## config.mk

```make
export PLATFORM = sky130hd
export DESIGN_NAME = adcpc_top
export DESIGN_NICKNAME = d
export VERILOG_FILES = /design/src/core/adcpc_pkg.sv /design/src/core/adcpc_if.sv /design/src/core/adcpc_sar.sv /design/src/core/adcpc_regs.sv /design/src/core/adcpc_top.sv
export VERILOG_INCLUDE_DIRS = /design/src /design/src/core
export SDC_FILE = /design/constraint.sdc
export NUM_CORES = 1
export LEC_CHECK = 0
export BUFFER_PORTS_ARGS = -buffer_cell sky130_fd_sc_hd__buf_2
export CORE_ASPECT_RATIO = 1.4
export CORE_MARGIN = 2
export CORE_UTILIZATION = 57
export CTS_CLUSTER_SIZE = 30
export DETAILED_ROUTE_END_ITERATION = 10
export PLACE_DENSITY_LB_ADDON = 0.05
export RECOVER_POWER = 50
export SLEW_MARGIN = 20
export SYNTH_ARGS = -nofsm -noshare
export SYNTH_HDL_FRONTEND = slang
export SYNTH_SLANG_ARGS = --single-unit
```

## constraint.sdc

```tcl
create_clock -name clk_in -period 3.4 [get_ports clk_in]
set_clock_uncertainty 0.1 [all_clocks]
set_input_delay 0.17 -clock clk_in [delete_from_list [all_inputs] [get_ports clk_in]]
set_output_delay 0.17 -clock clk_in [all_outputs]
set_load 0.05 [all_outputs]
```

## src/core/adcpc_consts.svh

```systemverilog
// Offsets, field positions, reset values and timing counts of the
// converter power and throughput control block.
// Assumes a 32-bit Avalon-MM register bus with byte addresses.
`ifndef ADCPC_CONSTS_SVH
`define ADCPC_CONSTS_SVH

// ----------------------------------------------------------------
// Register map
// ----------------------------------------------------------------
`define ADCPC_OFS_STATUS   8'h00
`define ADCPC_OFS_RESULT   8'h04
`define ADCPC_OFS_IRQ_STAT 8'h08
`define ADCPC_OFS_IRQ_MASK 8'h0C
`define ADCPC_OFS_CTL_BYTE 8'h10
`define ADCPC_RST_IRQ_MASK 4'h0

// ----------------------------------------------------------------
// Interrupt status bits
// ----------------------------------------------------------------
`define ADCPC_EV_DONE  0
`define ADCPC_EV_ABORT 1
`define ADCPC_EV_PWRDN 2
`define ADCPC_EV_WAKE  3

// ----------------------------------------------------------------
// Timing
// ----------------------------------------------------------------
`define ADCPC_CLK_PERIOD_NS  100
`define ADCPC_T_INT_CONV_NS  3600
`define ADCPC_ACQ_CLKS       3
`define ADCPC_CONV_CLKS      13
`define ADCPC_INT_TICK_CYC \
  ((`ADCPC_T_INT_CONV_NS) / (`ADCPC_CLK_PERIOD_NS * `ADCPC_CONV_CLKS))

`endif

```

## src/core/adcpc_pkg.sv

```systemverilog
// Types shared by the converter control modules.
// Assumes nothing of its surroundings.
`default_nettype none

package adcpc_pkg;
  typedef enum logic [5:0] {
    ST_IDLE = 6'h01,
    ST_ACQ  = 6'h02,
    ST_HOLD = 6'h04,
    ST_CONV = 6'h08,
    ST_STBY = 6'h10,
    ST_SHDN = 6'h20
  } adcpc_state_e;

  typedef logic [11:0] adcpc_code_t;

  typedef struct packed {
    logic       power_ctl_hi;
    logic       power_ctl_lo;
    logic       acq_ext;
    logic [4:0] mux;
  } adcpc_ctl_s;
endpackage

`default_nettype wire

```

## src/core/adcpc_if.sv

```systemverilog
// Carrier between the converter core and its register slave.
// Assumes both ends share one clock.
`default_nettype none

interface adcpc_if;
  import adcpc_pkg::*;
  logic [15:0] status;
  adcpc_code_t result;
  adcpc_ctl_s  ctl;
  logic [3:0]  events;
  logic        irq;

  modport core (output status, result, ctl, events, input irq);
  modport regs (input status, result, ctl, events, output irq);
endinterface

`default_nettype wire

```

## src/core/adcpc_sar.sv

```systemverilog
// Successive-approximation sequencer: twelve trials and a closing step.
// Assumes the comparator output is settled by the next conversion tick.
`default_nettype none
`include "adcpc_consts.svh"

module adcpc_sar #(
  parameter int W = 12
) (
  input  wire logic         clk_in,
  input  wire logic         sys_rst_in,
  input  wire logic         run_in,
  input  wire logic         tick_in,
  input  wire logic         cmp_in,
  output logic [W:0]        dac_out,
  output logic              done_out,
  output logic [W-1:0]      code_out
);
  localparam logic [3:0] NB = 4'(W);

  logic [W-1:0] code_ff;
  logic [3:0]   cnt_ff;
  logic         done_ff;

  wire logic [W-1:0] trial_bit = {1'b1, {(W-1){1'b0}}} >> cnt_ff;
  wire logic [W-1:0] trial     = code_ff | trial_bit;

  // Thresholds sit half a step below each code, in half-step units.
  assign dac_out  = {trial, 1'b0} - (W+1)'(1);
  assign done_out = done_ff;
  assign code_out = code_ff;

  always_ff @(posedge clk_in) begin
    if (sys_rst_in || !run_in) begin
      code_ff <= '0;
      cnt_ff  <= 4'h0;
      done_ff <= 1'b0;
    end else begin
      done_ff <= tick_in && (cnt_ff == NB);
      if (tick_in && cnt_ff <= NB) begin
        cnt_ff <= cnt_ff + 4'h1;
      end
      if (tick_in && cnt_ff < NB && cmp_in) begin
        code_ff <= trial;
      end
    end
  end
endmodule

`default_nettype wire

```

## src/core/adcpc_regs.sv

```systemverilog
// Avalon-MM slave with status, result, interrupt and mask registers.
// Assumes the master holds its request until waitrequest is low.
`default_nettype none
`include "adcpc_consts.svh"

module adcpc_regs
  import adcpc_pkg::*;
(
  input  wire logic        clk_in,
  input  wire logic        sys_rst_in,
  input  wire logic [7:0]  avs_address_in,
  input  wire logic        avs_read_in,
  input  wire logic        avs_write_in,
  input  wire logic [31:0] avs_writedata_in,
  output logic [31:0]      avs_readdata_out,
  output logic             avs_waitrequest_out,
  adcpc_if.regs            rif
);
  logic [3:0]  stat_ff;
  logic [3:0]  mask_ff;
  logic        wait_ff;
  logic        irq_ff;
  logic [31:0] rdata_ff;

  wire logic req      = avs_read_in | avs_write_in;
  wire logic accept   = req & ~wait_ff;
  wire logic sel_stat = avs_address_in == `ADCPC_OFS_STATUS;
  wire logic sel_res  = avs_address_in == `ADCPC_OFS_RESULT;
  wire logic sel_irq  = avs_address_in == `ADCPC_OFS_IRQ_STAT;
  wire logic sel_mask = avs_address_in == `ADCPC_OFS_IRQ_MASK;
  wire logic sel_ctl  = avs_address_in == `ADCPC_OFS_CTL_BYTE;

  wire logic [31:0] rmux =
    sel_stat ? {16'h0000, rif.status} :
    sel_res  ? {20'h00000, rif.result} :
    sel_irq  ? {28'h0000000, stat_ff} :
    sel_mask ? {28'h0000000, mask_ff} :
    sel_ctl  ? {24'h000000, rif.ctl} : 32'h00000000;

  // Only the bits already shown to software are cleared, so an event
  // landing during the read survives it.
  wire logic       clr      = accept & avs_read_in & sel_irq;
  wire logic [3:0] clr_bits = clr ? rdata_ff[3:0] : 4'h0;
  wire logic [3:0] nxt_stat = rif.events | (stat_ff & ~clr_bits);

  assign avs_readdata_out    = rdata_ff;
  assign avs_waitrequest_out = wait_ff;
  assign rif.irq             = irq_ff;

  always_ff @(posedge clk_in) begin
    if (sys_rst_in) begin
      wait_ff  <= 1'b1;
      rdata_ff <= 32'h00000000;
      stat_ff  <= 4'h0;
      mask_ff  <= `ADCPC_RST_IRQ_MASK;
      irq_ff   <= 1'b0;
    end else begin
      wait_ff  <= ~(req & wait_ff);
      rdata_ff <= (req & wait_ff) ? rmux : rdata_ff;
      stat_ff  <= nxt_stat;
      mask_ff  <= (accept & avs_write_in & sel_mask) ? avs_writedata_in[3:0] : mask_ff;
      irq_ff   <= |(nxt_stat & mask_ff);
    end
  end
endmodule

`default_nettype wire

```

## src/core/adcpc_top.sv

```systemverilog
// Power, clock-mode and conversion sequencing of a 12-bit converter
// behind a strobed parallel bus, with an Avalon-MM register view.
// Assumes all pins are synchronous to clk_in and that the external
// conversion clock runs below half of clk_in.
//
// Register access over Avalon-MM and the register addresses were left to the implementer.
`default_nettype none
`include "adcpc_consts.svh"

// Function
// - Power-on reset leaves external clock mode selected and the done line high.
// - Control bits D7 and D6 pick standby or shutdown on a write.
// - Power-down keeps the bus responsive but runs no conversions.
// - Standby returns to full power on the next write strobe rising edge.
// - Shutdown is entered only after the running conversion completes.
// - A write strobe rising edge leaves shutdown and resumes normal work.
// - Output is straight binary, step of reference over 4096, midway transitions.
// - At most 4.8MHz, a cycle is 18 clocks: write, 3 acquire, 13 convert, read.
// - Next byte may be written before reading; previous result stays readable.
// - D7,D6 of 10 selects internal clock, 11 external, else power-down.
// - Selecting power-down keeps the most recently requested clock mode.
// - Done line falls on a ready result; rises on read or byte write.
// - A byte write during conversion aborts it and starts acquisition.
module adcpc_top
  import adcpc_pkg::*;
#(
  parameter logic [1:0] SHDN_CODE = 2'h0,
  parameter int         INT_DIV   = `ADCPC_INT_TICK_CYC
) (
  input  wire logic        clk_in,
  input  wire logic        sys_rst_in,
  input  wire logic [7:0]  avs_address_in,
  input  wire logic        avs_read_in,
  input  wire logic        avs_write_in,
  input  wire logic [31:0] avs_writedata_in,
  output logic [31:0]      avs_readdata_out,
  output logic             avs_waitrequest_out,
  output logic             irq_out,
  input  wire logic        cs_n_in,
  input  wire logic        wr_n_in,
  input  wire logic        rd_n_in,
  input  wire logic        conv_clk_in,
  input  wire logic [7:0]  data_in,
  output logic [11:0]      data_out,
  output logic             data_oe_out,
  output logic             int_n_out,
  input  wire logic        cmp_in,
  output logic [12:0]      dac_out,
  output logic             track_out,
  output logic [4:0]       mux_cfg_out,
  output logic             analog_en_out,
  output logic             shdn_out
);
  localparam logic [1:0] ACQ_LAST = 2'(`ADCPC_ACQ_CLKS - 1);
  localparam logic [7:0] DIV_LAST = 8'(INT_DIV - 1);

  // ----------------------------------------------------------------
  // State
  // ----------------------------------------------------------------
  adcpc_state_e st_ff;
  adcpc_state_e nxt_st;
  adcpc_ctl_s   byte_ff;
  adcpc_ctl_s   ctl_ff;
  adcpc_code_t  result_ff;
  logic         wr_low_ff;
  logic         rd_low_ff;
  logic         cclk_ff;
  logic         ext_mode_ff;
  logic [1:0]   acq_cnt_ff;
  logic [7:0]   div_ff;
  logic         int_n_ff;
  logic [11:0]  dout_ff;
  logic         doe_ff;
  logic [12:0]  dac_ff;
  logic         track_ff;
  logic         an_en_ff;
  logic         shdn_ff;
  logic [3:0]   ev_ff;
  logic [12:0]  sar_dac;
  logic         sar_done;
  adcpc_code_t  sar_code;

  adcpc_if rif ();

  // ----------------------------------------------------------------
  // Pin decode
  // ----------------------------------------------------------------
  wire logic wr_act   = ~wr_n_in & ~cs_n_in;
  wire logic rd_act   = ~rd_n_in & ~cs_n_in;
  wire logic wr_rise  = wr_low_ff & wr_n_in;
  wire logic rd_start = rd_act & ~rd_low_ff;

  // Edge detection on a sampled clock pin limits it to below half of
  // clk_in, which still covers the 4.8MHz top conversion rate.
  wire logic ext_tick = conv_clk_in & ~cclk_ff;
  wire logic int_tick = div_ff == DIV_LAST;
  wire logic tick     = ext_mode_ff ? ext_tick : int_tick;

  wire logic is_pd    = (st_ff == ST_STBY) || (st_ff == ST_SHDN);
  wire logic go_shdn  = {ctl_ff.power_ctl_hi, ctl_ff.power_ctl_lo} == SHDN_CODE;
  wire logic acq_end  = tick && (acq_cnt_ff == ACQ_LAST);
  wire logic nxt_pd   = (nxt_st == ST_STBY) || (nxt_st == ST_SHDN);
  wire logic nxt_trk  = (nxt_st == ST_ACQ) || (nxt_st == ST_HOLD);

  // ----------------------------------------------------------------
  // Sequencer
  // ----------------------------------------------------------------
  always_comb begin
    nxt_st = st_ff;
    case (st_ff)
      ST_ACQ: begin
        if (acq_end) begin
          nxt_st = ST_CONV;
        end
      end
      ST_CONV: begin
        if (sar_done && ctl_ff.power_ctl_hi) begin
          nxt_st = ST_IDLE;
        end else if (sar_done) begin
          // A dummy conversion is how software parks the part.
          nxt_st = go_shdn ? ST_SHDN : ST_STBY;
        end
      end
      ST_IDLE, ST_HOLD, ST_STBY, ST_SHDN: begin
        nxt_st = st_ff;
      end
      default: begin
        nxt_st = ST_IDLE;
      end
    endcase
    if (wr_rise) begin
      // Any write wakes the part and aborts a running conversion.
      if (byte_ff.acq_ext) begin
        nxt_st = ST_HOLD;
      end else if (st_ff == ST_HOLD) begin
        nxt_st = ST_CONV;
      end else begin
        nxt_st = ST_ACQ;
      end
    end
  end

  always_ff @(posedge clk_in) begin
    if (sys_rst_in) begin
      st_ff      <= ST_IDLE;
      acq_cnt_ff <= 2'h0;
    end else begin
      st_ff      <= nxt_st;
      acq_cnt_ff <= (st_ff == ST_ACQ && !wr_rise) ? acq_cnt_ff + 2'(tick) : 2'h0;
    end
  end

  // ----------------------------------------------------------------
  // Bus pins and control byte
  // ----------------------------------------------------------------
  always_ff @(posedge clk_in) begin
    if (sys_rst_in) begin
      wr_low_ff <= 1'b0;
      rd_low_ff <= 1'b0;
      byte_ff   <= '0;
      ctl_ff    <= '0;
    end else begin
      wr_low_ff <= wr_act;
      rd_low_ff <= rd_act;
      byte_ff   <= wr_act ? adcpc_ctl_s'(data_in) : byte_ff;
      ctl_ff    <= wr_rise ? byte_ff : ctl_ff;
    end
  end

  // ----------------------------------------------------------------
  // Conversion clock
  // ----------------------------------------------------------------
  always_ff @(posedge clk_in) begin
    if (sys_rst_in) begin
      cclk_ff     <= 1'b0;
      div_ff      <= 8'h00;
      ext_mode_ff <= 1'b1;
    end else begin
      cclk_ff <= conv_clk_in;
      div_ff  <= (int_tick || ext_mode_ff) ? 8'h00 : div_ff + 8'h01;
      if (wr_rise && byte_ff.power_ctl_hi) begin
        ext_mode_ff <= byte_ff.power_ctl_lo;
      end
    end
  end

  adcpc_sar #(
    .W (12)
  ) u_sar (
    .clk_in     (clk_in),
    .sys_rst_in (sys_rst_in),
    .run_in     (st_ff == ST_CONV),
    .tick_in    (tick),
    .cmp_in     (cmp_in),
    .dac_out    (sar_dac),
    .done_out   (sar_done),
    .code_out   (sar_code)
  );

  // ----------------------------------------------------------------
  // Result, done line and analogue controls
  // ----------------------------------------------------------------
  always_ff @(posedge clk_in) begin
    if (sys_rst_in) begin
      result_ff <= 12'h000;
      int_n_ff  <= 1'b1;
      dout_ff   <= 12'h000;
      doe_ff    <= 1'b0;
      dac_ff    <= 13'h0000;
      track_ff  <= 1'b0;
      an_en_ff  <= 1'b1;
      shdn_ff   <= 1'b0;
    end else begin
      // The result only moves on completion, so a read after the next
      // byte write still returns the previous conversion.
      result_ff <= sar_done ? sar_code : result_ff;
      if (sar_done) begin
        int_n_ff <= 1'b0;
      end else if (rd_start || wr_rise) begin
        int_n_ff <= 1'b1;
      end
      dout_ff  <= result_ff;
      doe_ff   <= rd_act;
      dac_ff   <= sar_dac;
      track_ff <= nxt_trk;
      an_en_ff <= !nxt_pd;
      shdn_ff  <= nxt_st == ST_SHDN;
    end
  end

  // ----------------------------------------------------------------
  // Events and register view
  // ----------------------------------------------------------------
  always_ff @(posedge clk_in) begin
    if (sys_rst_in) begin
      ev_ff <= 4'h0;
    end else begin
      ev_ff[`ADCPC_EV_DONE]  <= sar_done;
      ev_ff[`ADCPC_EV_ABORT] <= wr_rise && (st_ff == ST_CONV) && !sar_done;
      ev_ff[`ADCPC_EV_PWRDN] <= nxt_pd && !is_pd;
      ev_ff[`ADCPC_EV_WAKE]  <= wr_rise && is_pd;
    end
  end

  assign rif.status = {6'h00, ext_mode_ff, shdn_ff, an_en_ff, int_n_ff, st_ff};
  assign rif.result = result_ff;
  assign rif.ctl    = ctl_ff;
  assign rif.events = ev_ff;

  adcpc_regs u_regs (
    .clk_in              (clk_in),
    .sys_rst_in          (sys_rst_in),
    .avs_address_in      (avs_address_in),
    .avs_read_in         (avs_read_in),
    .avs_write_in        (avs_write_in),
    .avs_writedata_in    (avs_writedata_in),
    .avs_readdata_out    (avs_readdata_out),
    .avs_waitrequest_out (avs_waitrequest_out),
    .rif                 (rif)
  );

  assign irq_out       = rif.irq;
  assign data_out      = dout_ff;
  assign data_oe_out   = doe_ff;
  assign int_n_out     = int_n_ff;
  assign dac_out       = dac_ff;
  assign track_out     = track_ff;
  assign mux_cfg_out   = ctl_ff.mux;
  assign analog_en_out = an_en_ff;
  assign shdn_out      = shdn_ff;
endmodule

`default_nettype wire

```

==> results of run 1 <==
==> layout by cell type (no fill, tap or decap), types with 20 or more instances in the layout <==
master,netlist,routed
o21ai_0,37,37
buf_2,1,29
nor2b_1,22,22
a21oi_1,33,33
mux2i_1,25,25
nand2_1,45,45
clkbuf_1,23,48
dfxtp_1,120,120
conb_1,1,20
nor3_1,22,22
nor2_1,80,80
==> per-stage QoR <==
| stage | worst slack (ns) | total power, uW | cell area (um^2) |
|---|---|---|---|
| after global routing | 0.710 | 3580 | 6220 |
| after floorplan | 1.11 | 1660 | 5260 |
| after CTS | 0.896 | 3520 | 6290 |
| final | 0.915 | 3490 | 6220 |
| after global placement | 0.961 | 1690 | 5500 |
| after detailed placement | 0.915 | 1690 | 5500 |
==> state kept, by name, indices dropped and copies added, names as in the netlist, 2 cells and up <==
| name | cells |
|---|---|
| dac_out | 13 |
| data_out | 12 |
| result_ff | 12 |
| u_regs.avs_readdata_out | 12 |
| u_sar.code_out | 12 |
| byte_ff | 8 |
| div_ff | 8 |
| st_ff | 6 |
| mux_cfg_out | 5 |
| ev_ff | 4 |
| u_regs.mask_ff | 4 |
| u_regs.stat_ff | 4 |
| u_sar.cnt_ff | 4 |
| ctl_ff | 3 |
| acq_cnt_ff | 2 |
==> power groups by stage <==
stage | Sequential (uW) | Combinational, uW | Clock, uW
4_1_cts | 1440 | 233 | 1840
5_1_grt | 1440 | 250 | 1890
3_3_place_gp | 1470 | 216 | 0
2_1_floorplan | 1510 | 142 | 0
6_report | 1440 | 232 | 1810
3_5_place_dp | 1470 | 218 | 0
==> worst max-delay path by stage <==
| stage | from | to | depth (start not counted) |
|---|---|---|---|
| global placement | div_ff[0] | u_sar.code_out[10] | 6 |
| floorplan | u_sar.cnt_ff[2] | dac_out[12] | 7 |
| CTS | div_ff[0] | u_sar.code_out[8] | 6 |
| finish | div_ff[0] | u_sar.code_out[8] | 6 |
| global route | div_ff[0] | u_sar.code_out[8] | 6 |
| detailed placement | div_ff[0] | u_sar.code_out[8] | 6 |
==> cells by family after synthesis <==
logic type	count (synthesis)
compound gates	112
other cells	1
simple gates	236
fa+ha+maj	10
buf+inv	68
flops	120
mux	27
xor+xnor	18
==> worst max-delay path, delay by kind of cell, from the launching register on <==
kind | cells | cell delay, ns
flops | 1 | 0.38
simple gates | 4 | 1.36
compound gates | 1 | 0.41
fa+ha+maj | 1 | 0.17
==> area by class of cell <==
type                       instances  area [um^2]  share of cell area
multi-input combinational        423         2500               0.402
sequential                       120         2400               0.386
timing repair buffer              98          523              0.0840
clock buffer                      18          439              0.0706
clock inverter                    14          175              0.0281
tap                              107          134              0.0215
inverter                          13         48.8             0.00784
==> routing by layer <==
layer / global-route usage / routed length, um
met2: 0.454 / 6430
met5: 0 / 0
met4: 0.137 / 481
met1: 0.290 / 5150
met3: 0.0456 / 474
==> what timing repair did <==
action / 4_1_cts / 5_1_grt
setup endpoints to repair: 0 / 0
hold endpoints to repair: 15 / 0
hold buffers: 17 / 0
==> metrics.md, run 1 <==
| Metric | Value |
|---|---|
| Final antenna-violating net count | 0 |
| Root buffer cell | clkbuf_16 |
| Leading area contributor after synthesis | dfxtp_1 |
| Final Max Tran Viols | 84 |
| Crit end category | register |
| DR vias | 4,464 |
| CP max stage delay | 0.63 ns |
| CTS tree | built |
| Clock-pin slew on the worst setup and hold paths | 0.06 ns |
| Min Tclk post-route | 2.49 ns |
| Reg2Reg Depth | 6 |
| Hold depth | 2 |
| Max Fclk | 402 MHz |
| Starting Density | 0.582 |
| Sequential-to-total area share from yosys stat | 0.463 |
| Worst min path class | input port to register |
| CTS buffer count | 17 |
| First-pass GRT wire length | 19,700 um |
| TritonRoute pass-1 iters | 5 |
| Diodes inserted | 0 |
| Hold Slack | 0.0703 ns |
| Post-CTS sizing | 0 |
| Post-Syn Instances | 592 |
| Hold endpoint | dac_out[0] |
| CTS Buffer Depth | 2 |
| Fill count | 739 |
| Post-DR wirelength/cell | 15.8 um |
| Via/cell ratio | 5.63 |
| Outcome | finished with violations |
| Final core occ | 0.697 |
| Adder-cell area share of the yosys netlist | 0.0241 |
| DRC violations left | 0 |
| Commonest cells in the netlist | 120 x dfxtp_1, 80 x nor2_1, 45 x nand2_1 |
| Post-synthesis instance area | 5190 um^2 |
| Violated checks | max-capacitance violations, max-slew violations |
| Worst Path Required | 3.63 ns |
| Final HPWL DP | 8670 um |
| Maxcap violations | 1 |
| Routability cong. | 0.917 |
| Compound-gate portion of the synthesized area | 0.130 |
| Post-synthesis mux area share | 0.0525 |
| H-tree depth | 4 |
| Final hold vios | 0 |
| Sw frac | 0.238 |
| Simple-Gate Fraction of Synth Area | 0.231 |
| WP data arrival | 2.71 ns |
| Synth top area share | 0.463 |
| I/O pin count | 126 |
| Iter 0 DRT Violations | 256 |
| Yosys reg bits | 120 |
| Post-synth EDFFs | 0 |
| Count leader, synth | dfxtp_1 |
| Die height | 117 um |
| Placed cells | 744 |
| Relative slew slack | -0.122 |
| Reg-to-Reg End | u_sar.code_out[8] |
| CP cell instances | ha_1 -> or4b_2 -> o22ai_2 -> and2_1 -> nor2_1 -> nor3b_1 |
| Startpoint types | register |
| Comb power frac | 0.067 |
| Sum of negative setup slack | 0 ns |
| Endpoints failing setup | 0 |
| Die area | 9900 um^2 |
| Initial antenna violation count | 0 |
| CP max FO | 12 |
| XOR/XNOR Fraction of Synth Area | 0.0304 |
| Net switching power | 830 uW |
| Largest net degree at the start of global routing | 84 |
| Total track usage | 0.254 |
| Unique masters post-synth | 57 |
| Chip width | 84.7 um |
| Non-Filler Instances | 793 |
| RSZ-0062 raised after global routing | no |
| Clock Latency Late Sink | 0.41 ns |
| Maximum VDD drop | 0.000385 V |
| PortBufs | 77 |
| FF-to-FF setup slack | 0.91 ns |
| Sequential power share | 0.414 |
| LEAKAGE | 0.00231 uW |
| Final net count | 740 |
| Vias in the first global route | 4,117 |
| Crit Path Class | register to register |
| Proportion of layout cells with a drive suffix above 1 | 0.114 |
| Largest family of logic cells by synthesized area | simple AND/OR/NAND/NOR gates |
| Final Cycle Share | 0.731 |
| Core area | 8930 um^2 |
| Synth top area cells | dfxtp_1 46%, nor2_1 5.8%, mux2i_1 4.8% |
| Post-synth ARST share | 0 |
| CP max-delay cell | or4b_2 |
| Grt ovf | 0 |
| Launch point of the worst hold path | sys_rst_in |
| Area Overhead vs Synth | 19.9% |
| Post-CTS setup buffer count | 0 |
| Worst-Margin Slew | 1.68 ns |
| Sink Count | 120 |
| Most common flop cell mapped by yosys | dfxtp_1 |
| Syn Area/Cell | 8.77 um^2 |
| Clock power frac | 0.520 |
| DRT Wirelength | 12,500 um |
| Pint | 2660 uW |
| Row cnt | 41 |
| Cell Pwr Density | 560 nW/um^2 |
| Synth Warn # | 0 |
| Reg2Reg Launch Point | div_ff[0] |
(Power assumes the default switching activity.)
==> run 2, diff against run 1 <==
- CORE_UTILIZATION: 57 -> 53
- clock period: 3.4 -> 2.52 ns (I/O delays scaled with it)
==> run 2 against run 1 <==
The run now ends clean. Core utilization down 3.2 points. Clock power grew 28%. Power increased by 32%. Critical path depth unchanged. Register-to-register slack got worse by 0.76 ns. Highest routed layer unchanged. Wire length rose by 1.2%. Final cell count is 4.9% higher. Final area rose by 1.7%. Clock-buffer cell count is 1 lower. Worst setup slack got worse by 0.76 ns. Global-route usage decreased by 0.47 points.
==> metrics.md, run 2 (synthesis gave the netlist of run 1 again) <==
| Metric | Value |
|---|---|
| Pint | 3460 uW |
| Final Worst Setup Slack | 0.155 ns |
| CTS buffer count | 17 |
| Final instance area | 6330 um^2 |
| LEAKAGE | 0.00237 uW |
| Hold_buf cts | 17 |
| Max Fclk | 423 MHz |
| Commonest non-fill, non-tap cell in the layout | dfxtp_1 |
| CTS Buffer Depth | 2 |
| Maxcap violations | 0 |
| Net switching power | 1130 uW |
| Clock Latency Late Sink | 0.41 ns |
| Routability cong. | 0.945 |
| Worst min path class | input port to register |
| CP max stage delay | 0.62 ns |
| DR vias | 4,512 |
| Fill count | 857 |
| PortBufs | 77 |
| Final antenna-violating net count | 0 |
| Die height | 121 um |
| Largest delay share family, worst path | simple AND/OR/NAND/NOR gates |
| Row cnt | 42 |
| Final hold vios | 0 |
| Die area | 10,600 um^2 |
| CTS tree | built |
| CP max FO | 6 |
| Root buffer cell | clkbuf_16 |
| Starting Density | 0.546 |
| Sw frac | 0.246 |
| Final Cycle Share | 0.939 |
| CP max-delay cell | or4b_2 |
| Sink Count | 120 |
| Sum of negative setup slack | 0 ns |
| Maximum VDD drop | 0.000424 V |
| DRT Wirelength | 12,700 um |
| Endpoints failing setup | 0 |
| Via/cell ratio | 5.42 |
| First-pass GRT wire length | 20,300 um |
| Worst Path Required | 2.75 ns |
| Post-CTS sizing | 0 |
| Max FFs per register | 13 |
| CP cell instances | ha_1 -> or4b_2 -> o22ai_2 -> o21ai_2 -> or3_1 -> a21oi_1 |
| Min Tclk post-route | 2.37 ns |
| Vias in the first global route | 4,286 |
| Startpoint types | register |
| Total track usage | 0.250 |
| Chip width | 87.6 um |
| Largest net degree at the start of global routing | 50 |
| Placement Cell Area | 5650 um^2 |
| Final HPWL DP | 8890 um |
| Initial antenna violation count | 0 |
| FF-to-FF setup slack | 0.15 ns |
| I/O pin count | 126 |
| Commonest cells after routing, fill and taps aside | 120 x dfxtp_1, 80 x nor2_1, 51 x clkbuf_1 |
| Core area | 9510 um^2 |
| Outcome | complete, no violations |
| Grt ovf | 0 |
| Clock power frac | 0.506 |
| Final core occ | 0.665 |
| Worst slack, placed | 0.163 ns |
| Iter 0 DRT Violations | 250 |
| CP Buf/Inv Count | 0 |
| Proportion of layout cells with a drive suffix above 1 | 0.127 |
| Crit Path Class | register to register |
| DRC violations left | 0 |
| Cell Pwr Density | 726 nW/um^2 |
| Post-CTS setup buffer count | 0 |
| Final Max Tran Viols | 0 |
| TritonRoute pass-1 iters | 4 |
| WP data arrival | 2.59 ns |
| FF+latch area | 2400 um^2 |
| Final net count | 754 |
| H-tree depth | 4 |
| Multi-input logic area | 2500 um^2 |
| Diodes inserted | 0 |
| Comb power frac | 0.070 |
| Crit end category | register |
| Area Overhead vs Synth | 21.9% |
| Worst-Margin Slew | 1.00 ns |
| Sequential power share | 0.423 |
| Relative slew slack | 0.331 |
| Post-DR wirelength/cell | 15.3 um |
| Clock-pin slew on the worst setup and hold paths | 0.06 ns |
| RSZ-0062 raised after global routing | no |
==> run 2: per-stage QoR <==
step                      power (uW)  cells  hold WS, ns
after floorplan                 2230    611        0.103
after CTS                       4640    832       0.0382
after detailed placement        2290    783        0.220
final                           4590    832       0.0638
after global routing            4740    832       0.0693
after global placement          2290    783        0.209
==> run 2: tightest hold or removal path, stage by stage <==
cell	delay, ns
buf_2	0.16
o21ai_0	0.17
a21oi_1	0.06
==> run 2: worst paths after layout <==
kind	startpoint	to	cells after the start
setup / recovery	div_ff[0]	u_sar.cnt_ff[3]	6
hold reg to reg	ctl_ff[5]	ctl_ff[5]	2
hold / removal	wr_n_in	byte_ff[5]	3
setup reg to reg	div_ff[0]	u_sar.cnt_ff[3]	6
==> run 2: cell type report <==
cell class	instances	share of cell area
inverter	13	0.00771
sequential	120	0.380
multi-input combinational	423	0.395
timing repair buffer	112	0.0998
clock buffer	17	0.0672
tap	132	0.0261
clock inverter	15	0.0243
==> run 2: layer usage <==
layer	up-vias	wire, um	GRT usage
li1	2201	-	-
met5	-	0	0
met3	36	661	0.0653
met1	2142	5050	0.279
met2	133	6420	0.420
met4	0	556	0.144
==> run 2: power by group through the flow <==
stage | clock network [uW] | logic [uW] | registers, uW
after floorplan | 0 | 191 | 2040
after global placement | 0 | 302 | 1980
after detailed placement | 0 | 306 | 1980
after CTS | 2360 | 328 | 1940
after global routing | 2450 | 345 | 1950
final | 2320 | 324 | 1940
==> run 3, diff against run 2 <==
- REMOVE_ABC_BUFFERS: unset -> 1
==> run 3 against run 2 <==
Largest power group unchanged. Flip-flop and latch count is the same. Power grew 11%. Largest cell class unchanged. Global-route usage shrank 0.28 points. Non-clock buffer count grew 5. Sequential power is essentially flat. Sequential share of layout area shrank 1.0 points. Hold slack gained 0.0037 ns.
==> metrics.md, run 3 (synthesis gave the netlist of run 1 again) <==
| Metric | Value |
|---|---|
| PortBufs | 77 |
| Final Max Tran Viols | 0 |
| Final HPWL DP | 8810 um |
| FF-to-FF setup slack | 0.20 ns |
| Crit Path Class | input port to register |
| Chip width | 87.6 um |
| Final Cycle Share | 0.952 |
| Hold Slack | 0.0675 ns |
| Largest net degree at the start of global routing | 32 |
| Min Tclk post-route | 2.40 ns |
| Outcome | complete, no violations |
| Commonest cells after routing, fill and taps aside | 120 x dfxtp_1, 80 x nor2_1, 49 x clkbuf_1 |
| Sink Count | 120 |
| Crit end category | register |
| Fill count | 814 |
| First-pass GRT wire length | 20,300 um |
| Maxcap violations | 0 |
| Final hold vios | 0 |
| CTS buffer count | 17 |
| Area Overhead vs Synth | 25.4% |
| Commonest non-fill, non-tap cell in the layout | dfxtp_1 |
| Final Worst Setup Slack | 0.121 ns |
| Post-DR wirelength/cell | 15.1 um |
| Post-CTS setup buffer count | 0 |
| Grt ovf | 0 |
| Vias in the first global route | 4,312 |
| Starting Density | 0.546 |
| Worst Path Required | 2.71 ns |
| DRC violations left | 0 |
| CP max FO | 20 |
| WP data arrival | 2.59 ns |
| Clock Latency Late Sink | 0.40 ns |
| Multi-input logic area | 2500 um^2 |
| Startpoint types | input port |
| Die area | 10,600 um^2 |
| Proportion of layout cells with a drive suffix above 1 | 0.136 |
| Total power | 5120 uW |
| Iter 0 DRT Violations | 372 |
| Sum of negative setup slack | 0 ns |
| Largest delay share family, worst path | buffers and inverters |
| Diodes inserted | 0 |
| Total track usage | 0.247 |
| Relative slew slack | 0.0604 |
| DRT Wirelength | 12,700 um |
| Most common cell on crit path | clkbuf_1 |
| Final antenna-violating net count | 0 |
| I/O pin count | 126 |
| DR vias | 4,527 |
| H-tree depth | 4 |
| Clock-pin slew on the worst setup and hold paths | 0.05 ns |
| RSZ-0062 raised after global routing | no |
| CP max stage delay | 0.83 ns |
| CTS Buffer Depth | 2 |
| CP cell instances | clkbuf_1 -> clkbuf_1 -> buf_4 -> nor3_1 -> dlygate4sd3_1 |
| Routability cong. | 0.863 |
| Core area | 9510 um^2 |
| Max Fclk | 417 MHz |
| Die height | 121 um |
| FF+latch area | 2400 um^2 |
| TritonRoute pass-1 iters | 6 |
| Worst min path class | input port to register |
| CP Buf/Inv Count | 4 |
| CTS tree | built |
| Final net count | 759 |
| Worst-Margin Slew | 1.41 ns |
| Via/cell ratio | 5.41 |
| Cell Pwr Density | 786 nW/um^2 |
| Worst slack, placed | 0.212 ns |
| LEAKAGE | 0.00248 uW |
| Initial antenna violation count | 0 |
| Row cnt | 42 |
| Root buffer cell | clkbuf_16 |
| Maximum VDD drop | 0.000475 V |
| Max FFs per register | 13 |
| CP max-delay cell | clkbuf_1 |
| Endpoints failing setup | 0 |
[run 3: changes by cell type in the layout (fill, tap and decap cells not counted), sizes merged]
cell | before | now
clkbuf | 70 | 68
clkinv | 7 | 4
buf | 42 | 52
clkinvlp | 4 | 1
bufinv | 2 | 7
inv | 15 | 13
[run 3: what timing repair did]
item / 4_1_cts / 5_1_grt
hold buffers: 17 / 0
gates resized for setup: 0 / 0
hold endpoints to repair: 16 / 0
[run 3: through the flow]
step / util / std cells / instance area (um^2)
final: 0.684 / 837 / 6510
after global routing: 0.684 / 837 / 6510
after CTS: 0.691 / 837 / 6570
after detailed placement: 0.599 / 788 / 5700
after global placement: 0.599 / 788 / 5700
after floorplan: - / 556 / 4950
[run 3: path summary, 6_finish.rpt]
kind / startpoint / depth (start not counted) / endpoint
min: wr_n_in / 3 / byte_ff[4]
max reg2reg: st_ff[3] / 4 / u_sar.done_out
max: sys_rst_in / 5 / data_oe_out
min reg2reg: byte_ff[0] / 2 / mux_cfg_out[0]
[run 3: layout make-up]
| class | instances | area share |
|---|---|---|
| multi-input cells | 423 | 0.384 |
| flip-flops and latches | 120 | 0.369 |
| repair buffers | 117 | 0.106 |
| clock buffers | 20 | 0.0702 |
| clock inverters | 12 | 0.0377 |
| well taps | 132 | 0.0254 |
| inverters | 13 | 0.00750 |
[run 3: worst register-to-register path: stages (launching register included)]
cell and delay [ns]:
dfxtp_1 0.46, or4b_1 0.57, nand2b_1 0.29, nand2b_1 0.51, nor3b_1 0.31
[run 3: routing by layer]
layer  up-vias  GRT usage  share of wire
li1       2215          -              -
met1      2149      0.284           0.41
met2       140      0.433           0.52
met3        23     0.0619          0.049
met4         0     0.0904          0.018
met5         -          0              0
[run 3: report_power, final]
group | internal, uW | total (uW) | switching (uW)
clock network | 2010 | 2840 | 831
logic | 90.3 | 334 | 244
registers | 1930 | 1950 | 18.7
